--- src/pkg/ime_regs.svh ---
// Register offsets, field positions, reset values and response codes
// for the upper interrupt mask bytes. Assumes a 32-bit AXI4-Lite slave
// with one register per aligned word and 8-bit data in the low lane.
`ifndef IME_REGS_SVH
`define IME_REGS_SVH

// ==========================================================
// Register offsets (byte addresses)
`define IME_OFS_MASK_MID 8'h00
`define IME_OFS_MASK_HIGH 8'h04
`define IME_OFS_STAT_MID 8'h08
`define IME_OFS_STAT_HIGH 8'h0c
`define IME_OFS_PEND 8'h10

// ==========================================================
// Reset values and writable bits
`define IME_MASK_RST 8'h00
`define IME_STAT_RST 8'h00
`define IME_MID_WMASK 8'hff
`define IME_HIGH_WMASK 8'hdf
`define IME_DATA_ZERO 8'h00
`define IME_PAD_ZERO 24'h000000
`define IME_PEND_PAD 6'h00

// ==========================================================
// Middle byte field positions
`define IME_BIT_REF9 0
`define IME_BIT_REF10 1
`define IME_BIT_REF11 2
`define IME_BIT_REF12 3
`define IME_BIT_REF13 4
`define IME_BIT_REF14 5
`define IME_BIT_MAIN_FAIL 6
`define IME_BIT_OPMODE 7

// ==========================================================
// Upper byte field positions
`define IME_BIT_IN1_LOSS 0
`define IME_BIT_IN1_VIOL 1
`define IME_BIT_IN2_LOSS 2
`define IME_BIT_IN2_VIOL 3
`define IME_BIT_SEC_LOST 4
`define IME_BIT_UNUSED 5
`define IME_BIT_SEC_STATE 6
`define IME_BIT_EXT_ALARM 7

// ==========================================================
// Bus responses
`define IME_RESP_OKAY 2'b00
`define IME_RESP_SLVERR 2'b10

`endif

--- src/pkg/ime_pkg.sv ---
// Types shared by the interrupt mask block: state structs, phases and
// the register decode. Assumes ime_regs.svh is on the include path.
`include "ime_regs.svh"

package ime_pkg;

  // ==========================================================
  // Register select, one-hot
  typedef enum logic [5:0] {
    SEL_NONE = 6'b000001,
    SEL_MASK_MID = 6'b000010,
    SEL_MASK_HIGH = 6'b000100,
    SEL_STAT_MID = 6'b001000,
    SEL_STAT_HIGH = 6'b010000,
    SEL_PEND = 6'b100000
  } ime_sel_e;

  // ==========================================================
  // Bus channel phases, one-hot
  typedef enum logic [1:0] {
    PH_IDLE = 2'b01,
    PH_RESP = 2'b10
  } ime_ph_e;

  typedef struct packed {
    logic [7:0] bits;
  } ime_byte_s;

  typedef struct packed {
    ime_ph_e wph;
    logic aw_held;
    logic [7:0] aw_addr;
    logic w_held;
    logic [7:0] w_data;
    logic w_strb0;
    logic [1:0] bresp;
    ime_ph_e rph;
    logic [7:0] rdata;
    logic [1:0] rresp;
    logic irq;
  } ime_top_s;

  // ==========================================================
  // Decode, shared by the write and read paths
  function automatic ime_sel_e ime_decode(input logic [7:0] addr);
    ime_sel_e sel;
    sel = SEL_NONE;
    case ({addr[7:2], 2'b00})
      `IME_OFS_MASK_MID: sel = SEL_MASK_MID;
      `IME_OFS_MASK_HIGH: sel = SEL_MASK_HIGH;
      `IME_OFS_STAT_MID: sel = SEL_STAT_MID;
      `IME_OFS_STAT_HIGH: sel = SEL_STAT_HIGH;
      `IME_OFS_PEND: sel = SEL_PEND;
      default: sel = SEL_NONE;
    endcase
    return sel;
  endfunction : ime_decode

endpackage : ime_pkg

--- src/hw/ime_mask_reg.sv ---
// One 8-bit software mask byte with a fixed set of writable bits.
// Assumes a one-cycle write strobe from the bus logic on the same clock.
`timescale 1ns/1ns
`default_nettype none
`include "ime_regs.svh"

module ime_mask_reg
  import ime_pkg::*;
#(
  parameter logic [7:0] WMASK = `IME_MID_WMASK
)
(
  // Clock and reset
  input wire logic clk,
  input wire logic rst_n,
  // Write port
  input wire logic we,
  input wire logic [7:0] wdata,
  // Mask value
  output logic [7:0] q
);

  ime_byte_s st_reg;
  ime_byte_s st_next;

  // ==========================================================
  // Next state
  always_comb
  begin
    st_next = st_reg;
    if (we)
    begin
      // Bits outside WMASK hold their reset zero forever
      st_next.bits = wdata & WMASK;
    end
  end

  // ==========================================================
  // State register
  always_ff @(posedge clk)
  begin
    if (!rst_n)
    begin
      st_reg.bits <= `IME_MASK_RST;
    end
    else
    begin
      st_reg <= st_next;
    end
  end

  assign q = st_reg.bits;

endmodule : ime_mask_reg

`default_nettype wire

--- src/hw/ime_status.sv ---
// Sticky event byte: each event flag sets its bit, a read clears the byte.
// Assumes event flags and the clear strobe come from the same clock.
`timescale 1ns/1ns
`default_nettype none
`include "ime_regs.svh"

module ime_status
  import ime_pkg::*;
(
  // Clock and reset
  input wire logic clk,
  input wire logic rst_n,
  // Events and read clear
  input wire logic [7:0] evt,
  input wire logic clr,
  // Sticky flags
  output logic [7:0] q
);

  ime_byte_s st_reg;
  ime_byte_s st_next;

  // ==========================================================
  // Next state
  always_comb
  begin
    st_next = st_reg;
    if (clr)
    begin
      st_next.bits = `IME_STAT_RST;
    end
    // Set after clear, so an event in the clearing cycle is kept
    st_next.bits = st_next.bits | evt;
  end

  // ==========================================================
  // State register
  always_ff @(posedge clk)
  begin
    if (!rst_n)
    begin
      st_reg.bits <= `IME_STAT_RST;
    end
    else
    begin
      st_reg <= st_next;
    end
  end

  assign q = st_reg.bits;

endmodule : ime_status

`default_nettype wire

--- src/hw/ime_top.sv ---
// Upper interrupt mask bytes with sticky event flags and one level
// interrupt, reached over AXI4-Lite. Assumes event flags are produced
// by logic on MCLK, so they need no synchroniser.
//
// The AXI4-Lite slave port and the placing of the registers were decided locally.
`timescale 1ns/1ns
`default_nettype none
`include "ime_regs.svh"

module ime_top
  import ime_pkg::*;
(
  // Clock and reset
  input wire logic MCLK,
  input wire logic RESET_N,
  // AXI4-Lite write address
  input wire logic [7:0] S_AXI_AWADDR,
  input wire logic [2:0] S_AXI_AWPROT,
  input wire logic S_AXI_AWVALID,
  output logic S_AXI_AWREADY,
  // AXI4-Lite write data
  input wire logic [31:0] S_AXI_WDATA,
  input wire logic [3:0] S_AXI_WSTRB,
  input wire logic S_AXI_WVALID,
  output logic S_AXI_WREADY,
  // AXI4-Lite write response
  output logic [1:0] S_AXI_BRESP,
  output logic S_AXI_BVALID,
  input wire logic S_AXI_BREADY,
  // AXI4-Lite read address
  input wire logic [7:0] S_AXI_ARADDR,
  input wire logic [2:0] S_AXI_ARPROT,
  input wire logic S_AXI_ARVALID,
  output logic S_AXI_ARREADY,
  // AXI4-Lite read data
  output logic [31:0] S_AXI_RDATA,
  output logic [1:0] S_AXI_RRESP,
  output logic S_AXI_RVALID,
  input wire logic S_AXI_RREADY,
  // Event flags, middle byte sources
  input wire logic REF_INPUT_NINE,
  input wire logic REF_INPUT_TEN,
  input wire logic REF_INPUT_ELEVEN,
  input wire logic REF_INPUT_TWELVE,
  input wire logic REF_INPUT_THIRTEEN,
  input wire logic REF_INPUT_FOURTEEN,
  input wire logic MAIN_REF_FAILED,
  input wire logic OPERATING_MODE_CHANGE,
  // Event flags, upper byte sources
  input wire logic INPUT_ONE_SIGNAL_LOSS,
  input wire logic INPUT_ONE_CODE_VIOLATION,
  input wire logic INPUT_TWO_SIGNAL_LOSS,
  input wire logic INPUT_TWO_CODE_VIOLATION,
  input wire logic SECONDARY_PATH_INPUTS_LOST,
  input wire logic SECONDARY_PATH_STATE,
  input wire logic EXT_FRAME_INPUT_ALARM,
  // Interrupt
  output logic IRQ
);

  ime_top_s st_reg;
  ime_top_s st_next;

  logic [7:0] evt_mid;
  logic [7:0] evt_high;
  logic [7:0] mask_mid;
  logic [7:0] mask_high;
  logic [7:0] stat_mid;
  logic [7:0] stat_high;
  logic [7:0] pend_mid;
  logic [7:0] pend_high;
  logic aw_hs;
  logic w_hs;
  logic ar_hs;
  logic wr_go;
  ime_sel_e wr_sel;
  ime_sel_e rd_sel;
  logic we_mid;
  logic we_high;
  logic clr_mid;
  logic clr_high;

  // ==========================================================
  // Event vectors
  assign evt_mid[`IME_BIT_REF9] = REF_INPUT_NINE;
  assign evt_mid[`IME_BIT_REF10] = REF_INPUT_TEN;
  assign evt_mid[`IME_BIT_REF11] = REF_INPUT_ELEVEN;
  assign evt_mid[`IME_BIT_REF12] = REF_INPUT_TWELVE;
  assign evt_mid[`IME_BIT_REF13] = REF_INPUT_THIRTEEN;
  assign evt_mid[`IME_BIT_REF14] = REF_INPUT_FOURTEEN;
  assign evt_mid[`IME_BIT_MAIN_FAIL] = MAIN_REF_FAILED;
  assign evt_mid[`IME_BIT_OPMODE] = OPERATING_MODE_CHANGE;

  assign evt_high[`IME_BIT_IN1_LOSS] = INPUT_ONE_SIGNAL_LOSS;
  assign evt_high[`IME_BIT_IN1_VIOL] = INPUT_ONE_CODE_VIOLATION;
  assign evt_high[`IME_BIT_IN2_LOSS] = INPUT_TWO_SIGNAL_LOSS;
  assign evt_high[`IME_BIT_IN2_VIOL] = INPUT_TWO_CODE_VIOLATION;
  assign evt_high[`IME_BIT_SEC_LOST] = SECONDARY_PATH_INPUTS_LOST;
  assign evt_high[`IME_BIT_UNUSED] = 1'b0;
  assign evt_high[`IME_BIT_SEC_STATE] = SECONDARY_PATH_STATE;
  assign evt_high[`IME_BIT_EXT_ALARM] = EXT_FRAME_INPUT_ALARM;

  // ==========================================================
  // Bus handshakes and decode
  assign S_AXI_AWREADY = !st_reg.aw_held && (st_reg.wph == PH_IDLE);
  assign S_AXI_WREADY = !st_reg.w_held && (st_reg.wph == PH_IDLE);
  assign S_AXI_ARREADY = (st_reg.rph == PH_IDLE);
  assign aw_hs = S_AXI_AWVALID && S_AXI_AWREADY;
  assign w_hs = S_AXI_WVALID && S_AXI_WREADY;
  assign ar_hs = S_AXI_ARVALID && S_AXI_ARREADY;

  // Write commits one cycle after both halves are held; costs a cycle
  // but keeps the address and data paths free of the AXI inputs
  assign wr_go = st_reg.aw_held && st_reg.w_held && (st_reg.wph == PH_IDLE);
  assign wr_sel = ime_decode(st_reg.aw_addr);
  assign rd_sel = ime_decode(S_AXI_ARADDR);

  // Only lane 0 carries register data; other lanes are dropped
  assign we_mid = wr_go && st_reg.w_strb0 && (wr_sel == SEL_MASK_MID);
  assign we_high = wr_go && st_reg.w_strb0 && (wr_sel == SEL_MASK_HIGH);

  // Reading a status byte clears it
  assign clr_mid = ar_hs && (rd_sel == SEL_STAT_MID);
  assign clr_high = ar_hs && (rd_sel == SEL_STAT_HIGH);

  // ==========================================================
  // Mask and status bytes
  ime_mask_reg #(
    .WMASK(`IME_MID_WMASK)
  ) u_mask_mid (
    .clk(MCLK),
    .rst_n(RESET_N),
    .we(we_mid),
    .wdata(st_reg.w_data),
    .q(mask_mid)
  );

  ime_mask_reg #(
    .WMASK(`IME_HIGH_WMASK)
  ) u_mask_high (
    .clk(MCLK),
    .rst_n(RESET_N),
    .we(we_high),
    .wdata(st_reg.w_data),
    .q(mask_high)
  );

  // Masked events are recorded all the same
  ime_status u_stat_mid (
    .clk(MCLK),
    .rst_n(RESET_N),
    .evt(evt_mid),
    .clr(clr_mid),
    .q(stat_mid)
  );

  ime_status u_stat_high (
    .clk(MCLK),
    .rst_n(RESET_N),
    .evt(evt_high),
    .clr(clr_high),
    .q(stat_high)
  );

  // ==========================================================
  // Mask gating
  assign pend_mid[`IME_BIT_REF9] = stat_mid[`IME_BIT_REF9] & mask_mid[`IME_BIT_REF9];
  assign pend_mid[`IME_BIT_REF10] = stat_mid[`IME_BIT_REF10] & mask_mid[`IME_BIT_REF10];
  assign pend_mid[`IME_BIT_REF11] = stat_mid[`IME_BIT_REF11] & mask_mid[`IME_BIT_REF11];
  assign pend_mid[`IME_BIT_REF12] = stat_mid[`IME_BIT_REF12] & mask_mid[`IME_BIT_REF12];
  assign pend_mid[`IME_BIT_REF13] = stat_mid[`IME_BIT_REF13] & mask_mid[`IME_BIT_REF13];
  assign pend_mid[`IME_BIT_REF14] = stat_mid[`IME_BIT_REF14] & mask_mid[`IME_BIT_REF14];
  assign pend_mid[`IME_BIT_MAIN_FAIL] =
    stat_mid[`IME_BIT_MAIN_FAIL] & mask_mid[`IME_BIT_MAIN_FAIL];
  assign pend_mid[`IME_BIT_OPMODE] = stat_mid[`IME_BIT_OPMODE] & mask_mid[`IME_BIT_OPMODE];

  assign pend_high[`IME_BIT_IN1_LOSS] = stat_high[`IME_BIT_IN1_LOSS] & mask_high[`IME_BIT_IN1_LOSS];
  assign pend_high[`IME_BIT_IN1_VIOL] = stat_high[`IME_BIT_IN1_VIOL] & mask_high[`IME_BIT_IN1_VIOL];
  assign pend_high[`IME_BIT_IN2_LOSS] =
    stat_high[`IME_BIT_IN2_LOSS] & mask_high[`IME_BIT_IN2_LOSS];
  assign pend_high[`IME_BIT_IN2_VIOL] =
    stat_high[`IME_BIT_IN2_VIOL] & mask_high[`IME_BIT_IN2_VIOL];
  assign pend_high[`IME_BIT_SEC_LOST] =
    stat_high[`IME_BIT_SEC_LOST] & mask_high[`IME_BIT_SEC_LOST];
  assign pend_high[`IME_BIT_UNUSED] = 1'b0;
  assign pend_high[`IME_BIT_SEC_STATE] =
    stat_high[`IME_BIT_SEC_STATE] & mask_high[`IME_BIT_SEC_STATE];
  assign pend_high[`IME_BIT_EXT_ALARM] =
    stat_high[`IME_BIT_EXT_ALARM] & mask_high[`IME_BIT_EXT_ALARM];

  // ==========================================================
  // Next state
  always_comb
  begin
    st_next = st_reg;
    st_next.irq = (|pend_mid) | (|pend_high);

    // Write address and data, taken in either order
    if (aw_hs)
    begin
      st_next.aw_held = 1'b1;
      st_next.aw_addr = S_AXI_AWADDR;
    end
    if (w_hs)
    begin
      st_next.w_held = 1'b1;
      st_next.w_data = S_AXI_WDATA[7:0];
      st_next.w_strb0 = S_AXI_WSTRB[0];
    end

    case (st_reg.wph)
      PH_IDLE:
      begin
        if (wr_go)
        begin
          st_next.aw_held = 1'b0;
          st_next.w_held = 1'b0;
          st_next.wph = PH_RESP;
          if (wr_sel == SEL_MASK_MID || wr_sel == SEL_MASK_HIGH)
          begin
            st_next.bresp = `IME_RESP_OKAY;
          end
          else
          begin
            // Status and pending bytes are read only
            st_next.bresp = `IME_RESP_SLVERR;
          end
        end
      end
      PH_RESP:
      begin
        if (S_AXI_BREADY)
        begin
          st_next.wph = PH_IDLE;
        end
      end
      default:
      begin
        st_next.wph = PH_IDLE;
      end
    endcase

    case (st_reg.rph)
      PH_IDLE:
      begin
        if (ar_hs)
        begin
          st_next.rph = PH_RESP;
          st_next.rresp = `IME_RESP_OKAY;
          case (rd_sel)
            SEL_MASK_MID: st_next.rdata = mask_mid;
            SEL_MASK_HIGH: st_next.rdata = mask_high;
            SEL_STAT_MID: st_next.rdata = stat_mid;
            SEL_STAT_HIGH: st_next.rdata = stat_high;
            SEL_PEND: st_next.rdata = {`IME_PEND_PAD, |pend_high, |pend_mid};
            default:
            begin
              st_next.rdata = `IME_DATA_ZERO;
              st_next.rresp = `IME_RESP_SLVERR;
            end
          endcase
        end
      end
      PH_RESP:
      begin
        if (S_AXI_RREADY)
        begin
          st_next.rph = PH_IDLE;
        end
      end
      default:
      begin
        st_next.rph = PH_IDLE;
      end
    endcase
  end

  // ==========================================================
  // State register
  always_ff @(posedge MCLK)
  begin
    if (!RESET_N)
    begin
      st_reg.wph <= PH_IDLE;
      st_reg.aw_held <= 1'b0;
      st_reg.aw_addr <= `IME_OFS_MASK_MID;
      st_reg.w_held <= 1'b0;
      st_reg.w_data <= `IME_DATA_ZERO;
      st_reg.w_strb0 <= 1'b0;
      st_reg.bresp <= `IME_RESP_OKAY;
      st_reg.rph <= PH_IDLE;
      st_reg.rdata <= `IME_DATA_ZERO;
      st_reg.rresp <= `IME_RESP_OKAY;
      st_reg.irq <= 1'b0;
    end
    else
    begin
      st_reg <= st_next;
    end
  end

  // ==========================================================
  // Outputs
  assign S_AXI_BVALID = (st_reg.wph == PH_RESP);
  assign S_AXI_BRESP = st_reg.bresp;
  assign S_AXI_RVALID = (st_reg.rph == PH_RESP);
  assign S_AXI_RRESP = st_reg.rresp;
  assign S_AXI_RDATA = {`IME_PAD_ZERO, st_reg.rdata};
  assign IRQ = st_reg.irq;

endmodule : ime_top

`default_nettype wire

--- config.mk ---
export PLATFORM = sky130hd
export DESIGN_NAME = ime_top
export DESIGN_NICKNAME = d
export VERILOG_FILES = /design/src/pkg/ime_pkg.sv /design/src/hw/ime_mask_reg.sv /design/src/hw/ime_status.sv /design/src/hw/ime_top.sv
export VERILOG_INCLUDE_DIRS = /design/src /design/src/pkg
export SDC_FILE = /design/constraint.sdc
export NUM_CORES = 1
export LEC_CHECK = 0
export ABC_AREA = 1
export BUFFER_PORTS_ARGS = -buffer_cell sky130_fd_sc_hd__buf_2
export CAP_MARGIN = 40
export CORE_MARGIN = 8
export CORE_UTILIZATION = 43
export CTS_CLUSTER_DIAMETER = 200
export DETAILED_ROUTE_END_ITERATION = 8
export PLACE_DENSITY = 0.88
export SETUP_SLACK_MARGIN = 0.02
export SYNTH_ARGS = -nofsm -noshare
export SYNTH_HDL_FRONTEND = slang
export SYNTH_SLANG_ARGS = --single-unit
--- constraint.sdc ---
create_clock -name MCLK -period 1.05 [get_ports MCLK]
set_input_delay 0.0525 -clock MCLK [delete_from_list [all_inputs] [get_ports MCLK]]
set_output_delay 0.0525 -clock MCLK [all_outputs]
set_load 0.02 [all_outputs]
After elaboration in Yosys (flattened, before gate mapping)
Index checks and enable logic that the tools add are counted.
{ "totals": {"elab_cells": 98, "output_inout_bits": 42, "reg_bits": 67} }
{ "op_classes": {"eq_ne": 23, "bitwise": 18, "reduce_logical": 24, "mux": 18} }
{ "op_table": {"columns": ["operator", "count"], "rows": [
  ["$pmux W6 S5", 2],
  ["$pmux W8 S5", 1],
  ["$eq A6 B2 Y1 const B", 6],
  ["$eq A6 B3 Y1 const B", 4],
  ["$mux W8", 2],
  ["$or A8 B8 Y8", 2],
  ["$and A1 B1 Y1", 15],
  ["$eq A6 B1 Y1 const B", 2],
  ["$logic_and A1 B1 Y1", 12],
  ["$logic_not A6 Y1", 2],
  ["$mux W12", 1],
  ["$mux W10", 1],
  ["$mux W9", 1],
  ["$mux W2", 4],
  ["$pmux W2 S2", 2],
  ["$reduce_and A2 Y1", 4],
  ["$reduce_or A8 Y1", 1],
  ["$reduce_or A7 Y1", 1],
  ["$eq A6 B4 Y1 const B", 1],
  ["$eq A6 B5 Y1 const B", 1],
  ["$eq A6 B6 Y1 const B", 1],
  ["$ne A2 B1 Y1 const B", 3],
  ["$reduce_or A5 Y1", 1],
  ["$eq A2 B1 Y1 const B", 2],
  ["7 further kinds", 11]
]} }

Longest topological paths before layout
Gate-level depths: netlist (run 1).
{ "depth": {"depth_word": 7, "depth_mapped": 10, "depth_no_buf": 9} }

Modules after synthesis
A second synthesis (run 1) with hierarchy kept.
{ "hier_totals": {"hier_cells": 444, "area_unflattened_um2": 3105.5} }
{ "modules_own_cells": {"columns": ["module", "instances", "cells_each", "area_per_inst_um2"], "rows": [
  ["ime_top", 1, 280, 1919.3],
  ["ime_status", 2, 34, 267.8],
  ["ime_mask_reg at u_mask_mid", 1, 51, 356.6],
  ["ime_mask_reg at u_mask_high", 1, 45, 294.0]
]} }

Worst setup path before layout (run 1)
Ideal clock, no wire load.
{ "synth_path": {"kind": "flip-flop to flip-flop", "from": "register st_reg[35] in the netlist's numbering", "to": "register st_reg[16] in the netlist's numbering", "setup_ns": 0.116, "stages_incl_launch_ff": 8, "required_time_ns": 0.934, "arrival_ns": 1.152, "path_buffers": 1, "path_slack_ns": -0.218, "path_cell_list": "dfxtp_1 inv_1 nand2_1 nor2_2 nand2_1 clkbuf_2 o21ai_0 nor2_1"} }
{ "synth_between": {"elab_chain_cells": 3} }
{ "synth_rtl": {"columns": ["element", "line", "rtl"], "rows": [
  ["from (decl)", "ime_top.sv:61", "ime_top_s st_reg;"],
  ["from (signal assigned)", "ime_top.sv:298", "st_reg <= st_next;"],
  ["$eq A2 B1 Y1", "ime_top.sv:106", "assign S_AXI_WREADY = !st_reg.w_held && (st_reg.wph == PH_IDLE);"],
  ["$logic_and A1 B1 Y1", "ime_top.sv:106", null],
  ["net S_AXI_WREADY", "ime_top.sv:25", "output logic S_AXI_WREADY,"],
  ["$logic_and A1 B1 Y1", "ime_top.sv:109", "assign w_hs = S_AXI_WVALID && S_AXI_WREADY;"]
]} }
The timed path passes the listed nets, and every way through them passes these cells.
A chain may end at the register's enable or synchronous reset.

Worst setup path after layout (run 1)
{ "layout_path": {"from": "register st_reg[35] in the netlist's numbering", "to": "register u_mask_mid.st_reg, in the netlist u_mask_mid.q[3]"} }
{ "layout_between": {"elab_chain_cells": 4} }
{ "layout_rtl": {"columns": ["element", "line", "rtl"], "rows": [
  ["$eq A2 B1 Y1", "ime_top.sv:114", "assign wr_go = st_reg.aw_held && st_reg.w_held && (st_reg.wph == PH_IDLE);"],
  ["$logic_and A1 B1 Y1", "ime_top.sv:114", null],
  ["$logic_and A1 B1 Y1 (2 in a row)", "ime_top.sv:119", "assign we_mid = wr_go && st_reg.w_strb0 && (wr_sel == SEL_MASK_MID);"],
  ["to (signal assigned)", "ime_mask_reg.sv:48", "st_reg <= st_next;"],
  ["to (decl)", "ime_mask_reg.sv:23", "ime_byte_s st_reg;"]
]} }
Every way passes these cells.

==> results by group, run 1 <==
Worst hold path
  • Hold Path Class: input pin to flop

Clock network
  • H-Tree Depth: 3
  • Root Buffer: clkbuf_8
  • CTS tree: yes
  • Worst skew pair latency: approximately 0.35 ns
  • CTS Buf Count: 9
  • Reg clk slew, reported paths: about 0.07 ns
  • CTS sink cnt: between 60 and 70
  • Max Root-Sink Buffers: 2

Die
  • Die X: between 90 and 100 um
  • Die H: approximately 100 um
  • Die area: a little under 10000 um^2
  • Core Area: approximately 6700 um^2
  • I/O pins: 122
  • Row count: 30
  • Initial core utilization: 0.4374

GRT
  • Total grt overflow: 0
  • Total track usage: 0.1759
  • Initial antenna violation count: 0
  • Vias in the first global route: slightly below 3000
  • Maximum number of pins on one net before global-route repair: 24
  • Global-route wire length before repair: 13.83 mm

Route
  • Drt first pass iters: 5
  • Post-route DRC: 0
  • Routed vias/inst: around 4.8
  • Wire length per cell: approximately 14 um
  • DRT Wirelength: 8.476 mm
  • Routed Antenna Nets: 0
  • Iter 0 DRT Violations: about 120
  • Vias: about 3000

Yosys
  • Distinct cells, synth: 29
  • Post-Synthesis Cells: roughly 410
  • Yosys reg bits: a little over 60
  • Post-Synthesis Cell Area: 2939 um^2
  • Sequential cell area fraction in the yosys report: 0.4223
  • Avg Inst Size Synth: between 7 and 8 um^2
  • Yosys synthesis warning count: 0

Finish
  • # nets final: around 610
  • Layout cell share with drive strength beyond 1: 0.3918
  • Multi-input logic area: 1569 um^2
  • Fillers: approximately 540
  • ANT cells: 0
  • Layout Utilization: 0.6371
  • Area Overhead vs Synth: 45.64%
  • Max FFs per register: 21
  • Register area: about 1300 um^2
  • Fin cells: around 600
  • Post-route cell area: around 4300 um^2

Place
  • GPL Wtd Cong: roughly 0.85
  • Inst Count DP: approximately 560
  • Dpl hpwl: 5.714 mm
  • Post-place setup slack: -0.1928 ns
  • Port Buffers: between 50 and 60
  • Area post-placement: 3447 um^2

Worst setup path
  • R2r worst-path depth: 6
  • CP Class: flop to flop
  • Worst setup path startpoint: st_reg[35]$_SDFFE_PN0P_
  • Worst setup path endpoint: u_mask_mid.q[3]$_SDFFE_PN0P_
  • RR Startpoint: st_reg[35]$_SDFFE_PN0P_
  • Critical path launch point type: flop
  • Max FO, Critical Path: 7
  • FF-to-FF End: u_mask_mid.q[3]$_SDFFE_PN0P_
  • Crit path DAT: roughly 1.4 ns
  • FF-to-FF setup slack: -0.14 ns
  • Setup crit end kind: flop
  • Req. time, crit path: 1.28 ns

Timing
  • Hold WS: roughly 0.027 ns
  • Maximum clock frequency: between 0.8 and 0.9 GHz
  • Final Hold Viols: 0
  • Fin crit period: about 1.2 ns
  • Slew Viols, Final: 0
  • Ratio of final minimum period to clock period: 1.131
  • Setup Skew: approximately 0.0079 ns
  • Setup TNS: -3.491 ns
  • Final setup viols: 52
  • Final WS setup: -0.1380 ns
  • Unrepaired setup endpoints after global routing: true

Power
  • Leakage: slightly below 2 nW
  • Peak supply drop: approximately 0.0012 V
  • Pwr/cell area: about 1300 nW/um^2
  • Total power: ~5.5 mW

Outcome
  • Outcome: complete, but fails checks
  • Violated checks: negative setup slack

Job
  • Max Cap Viol: 0
-- worst min-delay path by stage --
stage	startpoint	depth (start not counted)	slack, ns	endpoint
2_1_floorplan	INPUT_ONE_SIGNAL_LOSS	2	0.16	u_stat_high.q[0]$_SDFF_PN0_
6_report	S_AXI_BREADY	4	0.03	st_reg[35]$_SDFFE_PN0P_
4_1_cts	S_AXI_BREADY	4	0.02	st_reg[35]$_SDFFE_PN0P_
3_3_place_gp	MAIN_REF_FAILED	3	0.26	u_stat_mid.q[6]$_SDFF_PN0_
3_5_place_dp	MAIN_REF_FAILED	3	0.27	u_stat_mid.q[6]$_SDFF_PN0_
5_1_grt	S_AXI_BREADY	4	0.06	st_reg[35]$_SDFFE_PN0P_
-- cell families (layout without fill, tap and decap cells) --
family                 Yosys count  after routing  synth area share
buffers and inverters           92            194            0.1720
AOI/OAI and AO/OA               79             79            0.1426
DFF                             62             62            0.4223
other                            1             26          0.001276
and+or+nand+nor                174            175            0.2618
-- synth_stat cells --
cell type / n / area (um^2)
conb_1: 1 / 3.750
a31oi_1: 2 / 12.51
o21ai_2: 3 / 26.28
a21oi_2: 2 / 17.52
nand2_4: 1 / 11.26
buf_4: 36 / 270.3
clkbuf_1: 4 / 15.01
a21oi_1: 35 / 175.2
nand3_1: 7 / 35.03
nand2_2: 4 / 25.02
clkbuf_2: 1 / 5.000
buf_6: 3 / 33.78
nand2_1: 46 / 172.7
nand3_2: 5 / 50.05
buf_1: 1 / 3.750
nand4_4: 1 / 21.27
nor2_2: 3 / 18.77
clkinv_1: 1 / 3.750
o31ai_1: 1 / 7.510
inv_2: 6 / 22.52
buf_2: 1 / 5.000
nand3b_1: 1 / 7.510
dfxtp_1: 62 / 1241
o21ai_0: 25 / 125.1
nor2_1: 100 / 375.4
o21ai_1: 11 / 55.05
nand4_1: 3 / 18.77
nor2_4: 3 / 33.78
inv_1: 39 / 146.4
-- layout by cell type (no fill, tap or decap), types with 4 or more instances in the layout --
master         synthesis  routed
buf_2                  1      53
buf_6                  3      14
dlygate4sd3_1          0      31
nor2_2                 3       4
nor2_4                 3       7
conb_1                 1      26
a21oi_1               35      15
a21oi_2                2      21
dfxtp_1               62      53
inv_2                  6       7
o21ai_2                3      18
nand3_2                5       4
nand2_1               46      40
o21ai_1               11      16
inv_1                 39      34
clkbuf_8               0       9
nand2_4                1       8
nand3_1                7       7
buf_4                 36      34
nor2_1               100      95
dfxtp_2                0       6
-- cell type report --
type	instances	area share
clock inverter	7	0.01169
multi-input combinational	280	0.3666
tap	80	0.02338
timing repair buffer	132	0.2309
clock buffer	9	0.02894
inverter	46	0.04414
sequential	62	0.2944
-- worst max-delay path, stage by stage, from the launching register on --
cell,delay [ns]
dfxtp_2,0.34
inv_4,0.07
nand4_4,0.09
nor2_4,0.21
nand2_4,0.14
o21ai_2,0.15
a21oi_1,0.06
-- timing repair --
action                                  4_1_cts  5_1_grt
hold endpoints to repair                     32        0
setup buffers                                 5        5
pin swaps                                    14       21
resized for setup                            66       32
hold buffers                                 31        0
gates cloned                                  2        0
endpoints found under the setup margin       64       67
-- layer usage --
metal / part of all wire / vias up / global-route usage
li1: - / 1473 / -
met1: 0.39 / 1334 / 0.1801
met2: 0.52 / 112 / 0.3197
met3: 0.076 / 17 / 0.06624
met4: 0.022 / 0 / 0.06139
met5: 0 / - / 0
-- where the power goes --
part           internal (mW)  total, mW  leakage, nW  switching, mW
combinational          0.494       1.12         1.38          0.624
clock                  0.855       1.81       0.0816          0.959
sequential              2.49       2.60        0.512          0.113
total                   3.84       5.54         1.97           1.70
Note: power is estimated with default switching activity, not from simulation.
==> inputs of run 2 (changes only) <==
--- a/config.mk
+++ b/config.mk
@@ -9,7 +9,6 @@
 export ABC_AREA = 1
 export BUFFER_PORTS_ARGS = -buffer_cell sky130_fd_sc_hd__buf_2
 export CAP_MARGIN = 40
-export CORE_MARGIN = 8
 export CORE_UTILIZATION = 43
 export CTS_CLUSTER_DIAMETER = 200
 export DETAILED_ROUTE_END_ITERATION = 8
==> constraint.sdc (replaced) <==
create_clock -name MCLK -period 1 [get_ports MCLK]
set_input_delay 0.05 -clock MCLK [delete_from_list [all_inputs] [get_ports MCLK]]
set_output_delay 0.05 -clock MCLK [all_outputs]
set_load 0.02 [all_outputs]
==> results by group, run 2 (same netlist as run 1, synthesis figures left out) <==
Outcome
  • Outcome: complete, but fails checks
  • Violated checks: negative setup slack

Finish
  • ANT cells: 0 (unchanged)
  • # nets final: 622 (+1.8%)
  • Fin cells: 624 (+1.3%)
  • Most frequent cells in the layout: nor2_1, buf_2, dfxtp_1
  • Post-route cell area: 4581 um^2 (+7.0%)
  • Layout cell share with drive strength beyond 1: 0.4698 (+0.07804)
  • Commonest non-fill, non-tap cell in the layout: nor2_1
  • Layout Utilization: 0.7092 (+0.07216)
  • Area Overhead vs Synth: 55.85%
  • Max FFs per register: 21 (unchanged)

Power
  • Logic gate share of total power: 0.202 (about the same)
  • P_sw: 1.880 mW (+11%)
  • Clk pwr share: 0.376 (+0.048)
  • Peak supply drop: 0.001487 V (+23%)
  • Sw frac: 0.2899 (-0.01663)
  • Internal power: 4.606 mW (+20%)
  • Leakage: 2.102 nW (+6.5%)
  • Sequential share of power: 0.423 (-0.047)
  • Pwr/cell area: 1416 nW/um^2 (+9.5%)

Timing
  • Final setup viols: 63 (+21%)
  • Fin crit period: 1.208 ns (+0.01991 ns)
  • Maximum clock frequency: 0.8279 GHz (-1.6%)
  • Final WS setup: -0.2079 ns (-0.06991 ns)
  • Slew Viols, Final: 0 (unchanged)
  • Unrepaired setup endpoints after global routing: true
  • Hold WS: 0.0006727 ns (-0.02614 ns)
  • Ratio of final minimum period to clock period: 1.208 (+0.07648)
  • Setup Skew: 0.005877 ns (-0.001979 ns)
  • Final Hold Viols: 0 (unchanged)

Place
  • Area post-placement: 3527 um^2 (+2.3%)
  • Dpl hpwl: 5.279 mm (-7.6%)
  • Inst Count DP: 561 (+0.36%)
  • GPL Wtd Cong: 0.8747 (+2.6%)
  • Post-place setup slack: -0.1979 ns (-0.005079 ns)
  • Port Buffers: 58 (unchanged)

GRT
  • Vias in the first global route: 2967 (-0.37%)
  • Total grt overflow: 0 (unchanged)
  • Initial antenna violation count: 0 (unchanged)
  • Global-route wire length before repair: 12.97 mm (-6.2%)
  • Maximum number of pins on one net before global-route repair: 32 (+33%)
  • Total track usage: 0.2357 (+0.05976)

Clock network
  • H-Tree Depth: 3 (unchanged)
  • CTS sink cnt: 62 (unchanged)
  • Root Buffer: clkbuf_8
  • Worst skew pair latency: 0.36 ns (about the same)
  • CTS Buf Count: 9 (unchanged)
  • Reg clk slew, reported paths: 0.07 ns (about the same)
  • CTS tree: yes
  • Max Root-Sink Buffers: 2 (unchanged)

Die
  • Die X: 84.68 um (-14%)
  • Initial core utilization: 0.4551 (+0.01763)
  • Die H: 84.68 um (-14%)
  • Row count: 29 (-3.3%)
  • Core Area: 6459 um^2 (-3.9%)
  • Die area: 7170 um^2 (-26%)
  • I/O pins: 122 (unchanged)

Worst setup path
  • Critical path launch point type: flop
  • Req. time, crit path: 1.25 ns (-0.03 ns)
  • R2r worst-path depth: 6 (unchanged)
  • Max FO, Critical Path: 7 (unchanged)
  • CP Class: flop to flop
  • Setup crit end kind: flop
  • Crit path DAT: 1.46 ns (+0.04 ns)

Route
  • Post-route DRC: 0 (unchanged)
  • DRT Wirelength: 8.680 mm (+2.4%)
  • Wire length per cell: 13.91 um (+1.1%)
  • Routed vias/inst: 4.913 (+3.1%)
  • Vias: 3066 (+4.4%)
  • Drt first pass iters: 7 (+2)
  • Routed Antenna Nets: 0 (unchanged)
  • Iter 0 DRT Violations: 244 (+98%)

Job
  • Max Cap Viol: 0 (unchanged)

Worst hold path
  • Hold Path Class: input pin to flop
  • Hold Crit Depth: 4 (unchanged)
==> run 2: cell count changes in the layout (fill, tap and decap cells not counted), moves of 4 or more <==
cell,previous run,this run
a21oi_1,15,11
o21ai_2,18,28
dfxtp_1,53,44
dfxtp_2,6,15
a21oi_2,21,25
nor2_1,95,90
nor2_2,4,9
o21ai_1,16,7
inv_1,34,28
inv_2,7,14
==> run 2: metrics by stage <==
stage / total power, mW / TNS, ns
final: 6.486 / -7.382
after global routing: 6.725 / -10.54
after CTS: 6.280 / -5.417
after detailed placement: 3.663 / -6.283
after global placement: 3.621 / -3.989
after floorplan: 3.395 / -4.040
==> run 2: path summary, 6_finish.rpt <==
check | start | to | slack [ns]
worst min-delay path | S_AXI_BREADY | st_reg[35]$_SDFFE_PN0P_ | 0.0007
worst min register to register | S_AXI_RDATA[4]$_SDFFE_PN0P_ | S_AXI_RDATA[4]$_SDFFE_PN0P_ | 0.47
worst max register to register | st_reg[34]$_SDFFE_PN1P_ | u_mask_mid.q[3]$_SDFFE_PN0P_ | -0.21
worst max-delay path | st_reg[34]$_SDFFE_PN1P_ | u_mask_mid.q[3]$_SDFFE_PN0P_ | -0.21
==> run 2: area by class of cell <==
cell class                 count  area, um^2
timing repair buffer         141        1106
tap                           77       96.34
fill                         437        1878
clock inverter                 6       86.33
sequential                    62        1271
multi-input combinational    282        1700
inverter                      46       192.7
clock buffer                  10       127.6
==> run 2: worst max-delay path: stages, from the launching register on <==
cell     delay [ns]
dfxtp_4        0.40
nand4_4        0.11
nor2_4         0.15
buf_4          0.13
nand2_4        0.09
o21ai_2        0.17
a21oi_2        0.05
==> run 2: power by group through the flow <==
stage          registers (mW)  clock network, mW  logic, mW
2_1_floorplan            2.75                  0      0.644
3_3_place_gp             2.76                  0      0.863
3_5_place_dp             2.77                  0      0.896
4_1_cts                  2.72               2.42       1.13
5_1_grt                  2.75               2.57       1.40
6_report                 2.74               2.44       1.31
==> run 2: what timing repair did <==
action	in CTS	in global routing
gates resized for setup	60	69
pin swaps	13	37
setup endpoints to repair	64	67
hold buffers	32	0
buffers inserted	1	11
gates cloned	2	1
endpoints found under the hold margin	32	0
==> run 2: per-layer routing <==
| layer | part of all wire | vias to the layer above | track usage | wire length, um |
|---|---|---|---|---|
| li1 | - | 1495 | - | - |
| met4 | 0.032 | 0 | 0.1032 | 276 |
| met3 | 0.056 | 33 | 0.07473 | 488 |
| met2 | 0.54 | 121 | 0.4508 | 4655 |
| met1 | 0.38 | 1417 | 0.2309 | 3260 |
| met5 | 0 | - | 0 | 0 |
==> inputs of run 3 (changes only) <==
--- a/config.mk
+++ b/config.mk
@@ -12,6 +12,7 @@
 export CORE_UTILIZATION = 43
 export CTS_CLUSTER_DIAMETER = 200
 export DETAILED_ROUTE_END_ITERATION = 8
+export MAX_ROUTING_LAYER = met4
 export PLACE_DENSITY = 0.88
 export SETUP_SLACK_MARGIN = 0.02
 export SYNTH_ARGS = -nofsm -noshare
==> results by group, run 3 (same netlist as run 1, synthesis figures left out) <==
Finish
  • Most frequent cells in the layout: nor2_1, buf_2, dfxtp_1
  • ANT cells: 0 (unchanged)
  • Max FFs per register: 21 (unchanged)
  • # nets final: 622 (unchanged)
  • Commonest non-fill, non-tap cell in the layout: nor2_1
  • Fillers: 435 (-0.46%)
  • Area Overhead vs Synth: 56.07%
  • Post-route cell area: 4587 um^2 (+0.14%)
  • Layout cell share with drive strength beyond 1: 0.4662 (-0.003656)

Die
  • Core Area: 6459 um^2 (unchanged)
  • Initial core utilization: 0.4551 (unchanged)
  • Row count: 29 (unchanged)
  • Die H: 84.68 um (unchanged)
  • Die area: 7170 um^2 (unchanged)
  • Die X: 84.68 um (unchanged)
  • I/O pins: 122 (unchanged)

Worst hold path
  • Hold Crit Start: S_AXI_BREADY
  • Hold Path Class: input pin to flop
  • WHS Endpoint: st_reg[35]$_SDFFE_PN0P_
  • Hold Crit Depth: 4 (unchanged)

Job
  • Max Cap Viol: 0 (unchanged)

Route
  • Iter 0 DRT Violations: 260 (+6.6%)
  • DRT Wirelength: 8.974 mm (+3.4%)
  • Routed Antenna Nets: 0 (unchanged)
  • Met2 wire len: 4.826 mm (+3.7%)
  • Vias: 3130 (+2.1%)
  • Metal3 WL: 597 um (+22%)
  • Routed vias/inst: 5.016 (+2.1%)
  • Drt first pass iters: 8 (+1)
  • Wire length per cell: 14.38 um (+3.4%)
  • M1 wire length: 3.176 mm (-2.6%)
  • Post-route DRC: 0 (unchanged)
  • Top layer used by detailed routing: met4

GRT
  • Maximum number of pins on one net before global-route repair: 32 (unchanged)
  • Global-route wire length before repair: 12.96 mm (about the same)
  • Total track usage: 0.2423 (+0.006599)
  • Vias in the first global route: 2971 (+0.13%)
  • Total grt overflow: 0 (unchanged)
  • Initial antenna violation count: 0 (unchanged)

Timing
  • Unrepaired setup endpoints after global routing: true
  • Ratio of final minimum period to clock period: 1.223 (+0.01469)
  • Final Hold Viols: 0 (unchanged)
  • Maximum clock frequency: 0.8179 GHz (-1.2%)
  • Slew Viols, Final: 0 (unchanged)
  • Final setup viols: 64 (+1.6%)
  • Final WS setup: -0.2226 ns (-0.01469 ns)
  • Fin crit period: 1.223 ns (+0.01469 ns)
  • Setup Skew: 0.008816 ns (+0.002939 ns)

Clock network
  • CTS Buf Count: 9 (unchanged)
  • Reg clk slew, reported paths: 0.08 ns (about the same)
  • CTS sink cnt: 62 (unchanged)
  • H-Tree Depth: 3 (unchanged)
  • Worst skew pair latency: 0.36 ns (about the same)
  • Max Root-Sink Buffers: 2 (unchanged)
  • Root Buffer: clkbuf_8
  • CTS tree: yes

Outcome
  • Violated checks: negative setup slack
  • Outcome: complete, but fails checks

Power
  • Total power: 6.524 mW (+0.58%)
  • Pwr/cell area: 1422 nW/um^2 (+0.45%)
  • Peak supply drop: 0.001230 V (-17%)
  • Leakage: 2.106 nW (+0.18%)

Place
  • Post-place setup slack: -0.1979 ns (unchanged)
  • Port Buffers: 58 (unchanged)
  • Area post-placement: 3527 um^2 (unchanged)
  • GPL Wtd Cong: 0.8891 (+1.6%)
  • Dpl hpwl: 5.279 mm (unchanged)

Worst setup path
  • CP Cell Sequence: buf_6 -> nor2_4 -> nand2_4 -> buf_8 -> o21ai_2 -> nor2_1
  • FF-to-FF setup slack: -0.22 ns (about the same)
  • Setup crit end kind: flop
  • Crit path DAT: 1.46 ns (about the same)
  • CP Class: flop to flop
  • Critical-path top delay cell: dfxtp_4
  • Critical path launch point type: flop
  • RR Startpoint: st_reg[24]$_SDFF_PN0_
  • Crit-path max cell delay: 0.36 ns (-0.04 ns)
  • Req. time, crit path: 1.24 ns (about the same)
  • R2r worst-path depth: 6 (unchanged)
  • Max FO, Critical Path: 10 (+3)
  • FF-to-FF End: st_reg[21]$_SDFFE_PN0P_
==> run 3: cell count changes in the layout (fill, tap and decap cells not counted) <==
cell	change
inv_4	+1
nor2_1	+2
buf_6	-2
buf_12	+2
buf_4	-1
nor2_4	-1
nor2_2	-1
==> run 3: final cells by class <==
class                      instances  area (um^2)  area share
multi-input combinational        282         1690      0.3685
sequential                        62         1271      0.2771
timing repair buffer             140         1116      0.2433
inverter                          46        192.7     0.04201
clock buffer                      10        127.6     0.02782
tap                               77        96.34     0.02100
clock inverter                     6        86.33     0.01882
timing repair inverter             1        6.256    0.001364
==> run 3: timing repair <==
| action | CTS | global route |
|---|---|---|
| gates resized for setup | 60 | 65 |
| setup buffers | 1 | 10 |
| hold endpoints to repair | 32 | 0 |
| setup endpoints to repair | 64 | 67 |
| pin swaps | 13 | 38 |
| gates cloned | 2 | 2 |
| hold buffers | 32 | 0 |
==> run 3: where the power goes <==
group / switching [mW] / internal (mW) / total (mW)
sequential: 0.126 / 2.62 / 2.74
combinational: 0.741 / 0.606 / 1.35
clock: 1.03 / 1.40 / 2.43
total: 1.90 / 4.62 / 6.52
==> run 3: critical path, delay by kind of cell, from the launching register on <==
kind                   cells  cell delay, ns
flip-flops                 1            0.36
AO/OA/AOI/OAI              1            0.15
buffers and inverters      2            0.28
AND/OR/NAND/NOR            3            0.32
==> run 3: stage by stage <==
step                        util  hold WS (ns)  TNS, ns  cells
after floorplan                -        0.1609   -4.040    433
after global placement    0.5461        0.2655   -3.989    561
after detailed placement  0.5461        0.2728   -6.283    561
after CTS                 0.6631      0.002471   -5.417    612
after global routing      0.7102       0.01861   -10.78    624
final                     0.7102      0.004311   -7.659    624
==> run 3: worst max-delay path by stage <==
stage                            start                             to  slack, ns  cells past startpoint
2_1_floorplan  st_reg[35]$_SDFFE_PN0P_        st_reg[15]$_SDFFE_PN0P_      -0.13                      7
3_3_place_gp   st_reg[31]$_SDFFE_PN0P_   u_mask_mid.q[4]$_SDFFE_PN0P_      -0.15                      6
3_5_place_dp   st_reg[35]$_SDFFE_PN0P_        st_reg[18]$_SDFFE_PN0P_      -0.20                      7
4_1_cts        st_reg[35]$_SDFFE_PN0P_  u_mask_high.q[1]$_SDFFE_PN0P_      -0.14                      6
5_1_grt        st_reg[35]$_SDFFE_PN0P_        st_reg[21]$_SDFFE_PN0P_      -0.26                      7
6_report         st_reg[24]$_SDFF_PN0_        st_reg[21]$_SDFFE_PN0P_      -0.22                      6
==> run 3: metal layers <==
layer / vias up / track usage
li1: 1490 / -
met1: 1460 / 0.2327
met5: - / -
met2: 143 / 0.4501
met4: 0 / 0.1079
met3: 37 / 0.06686
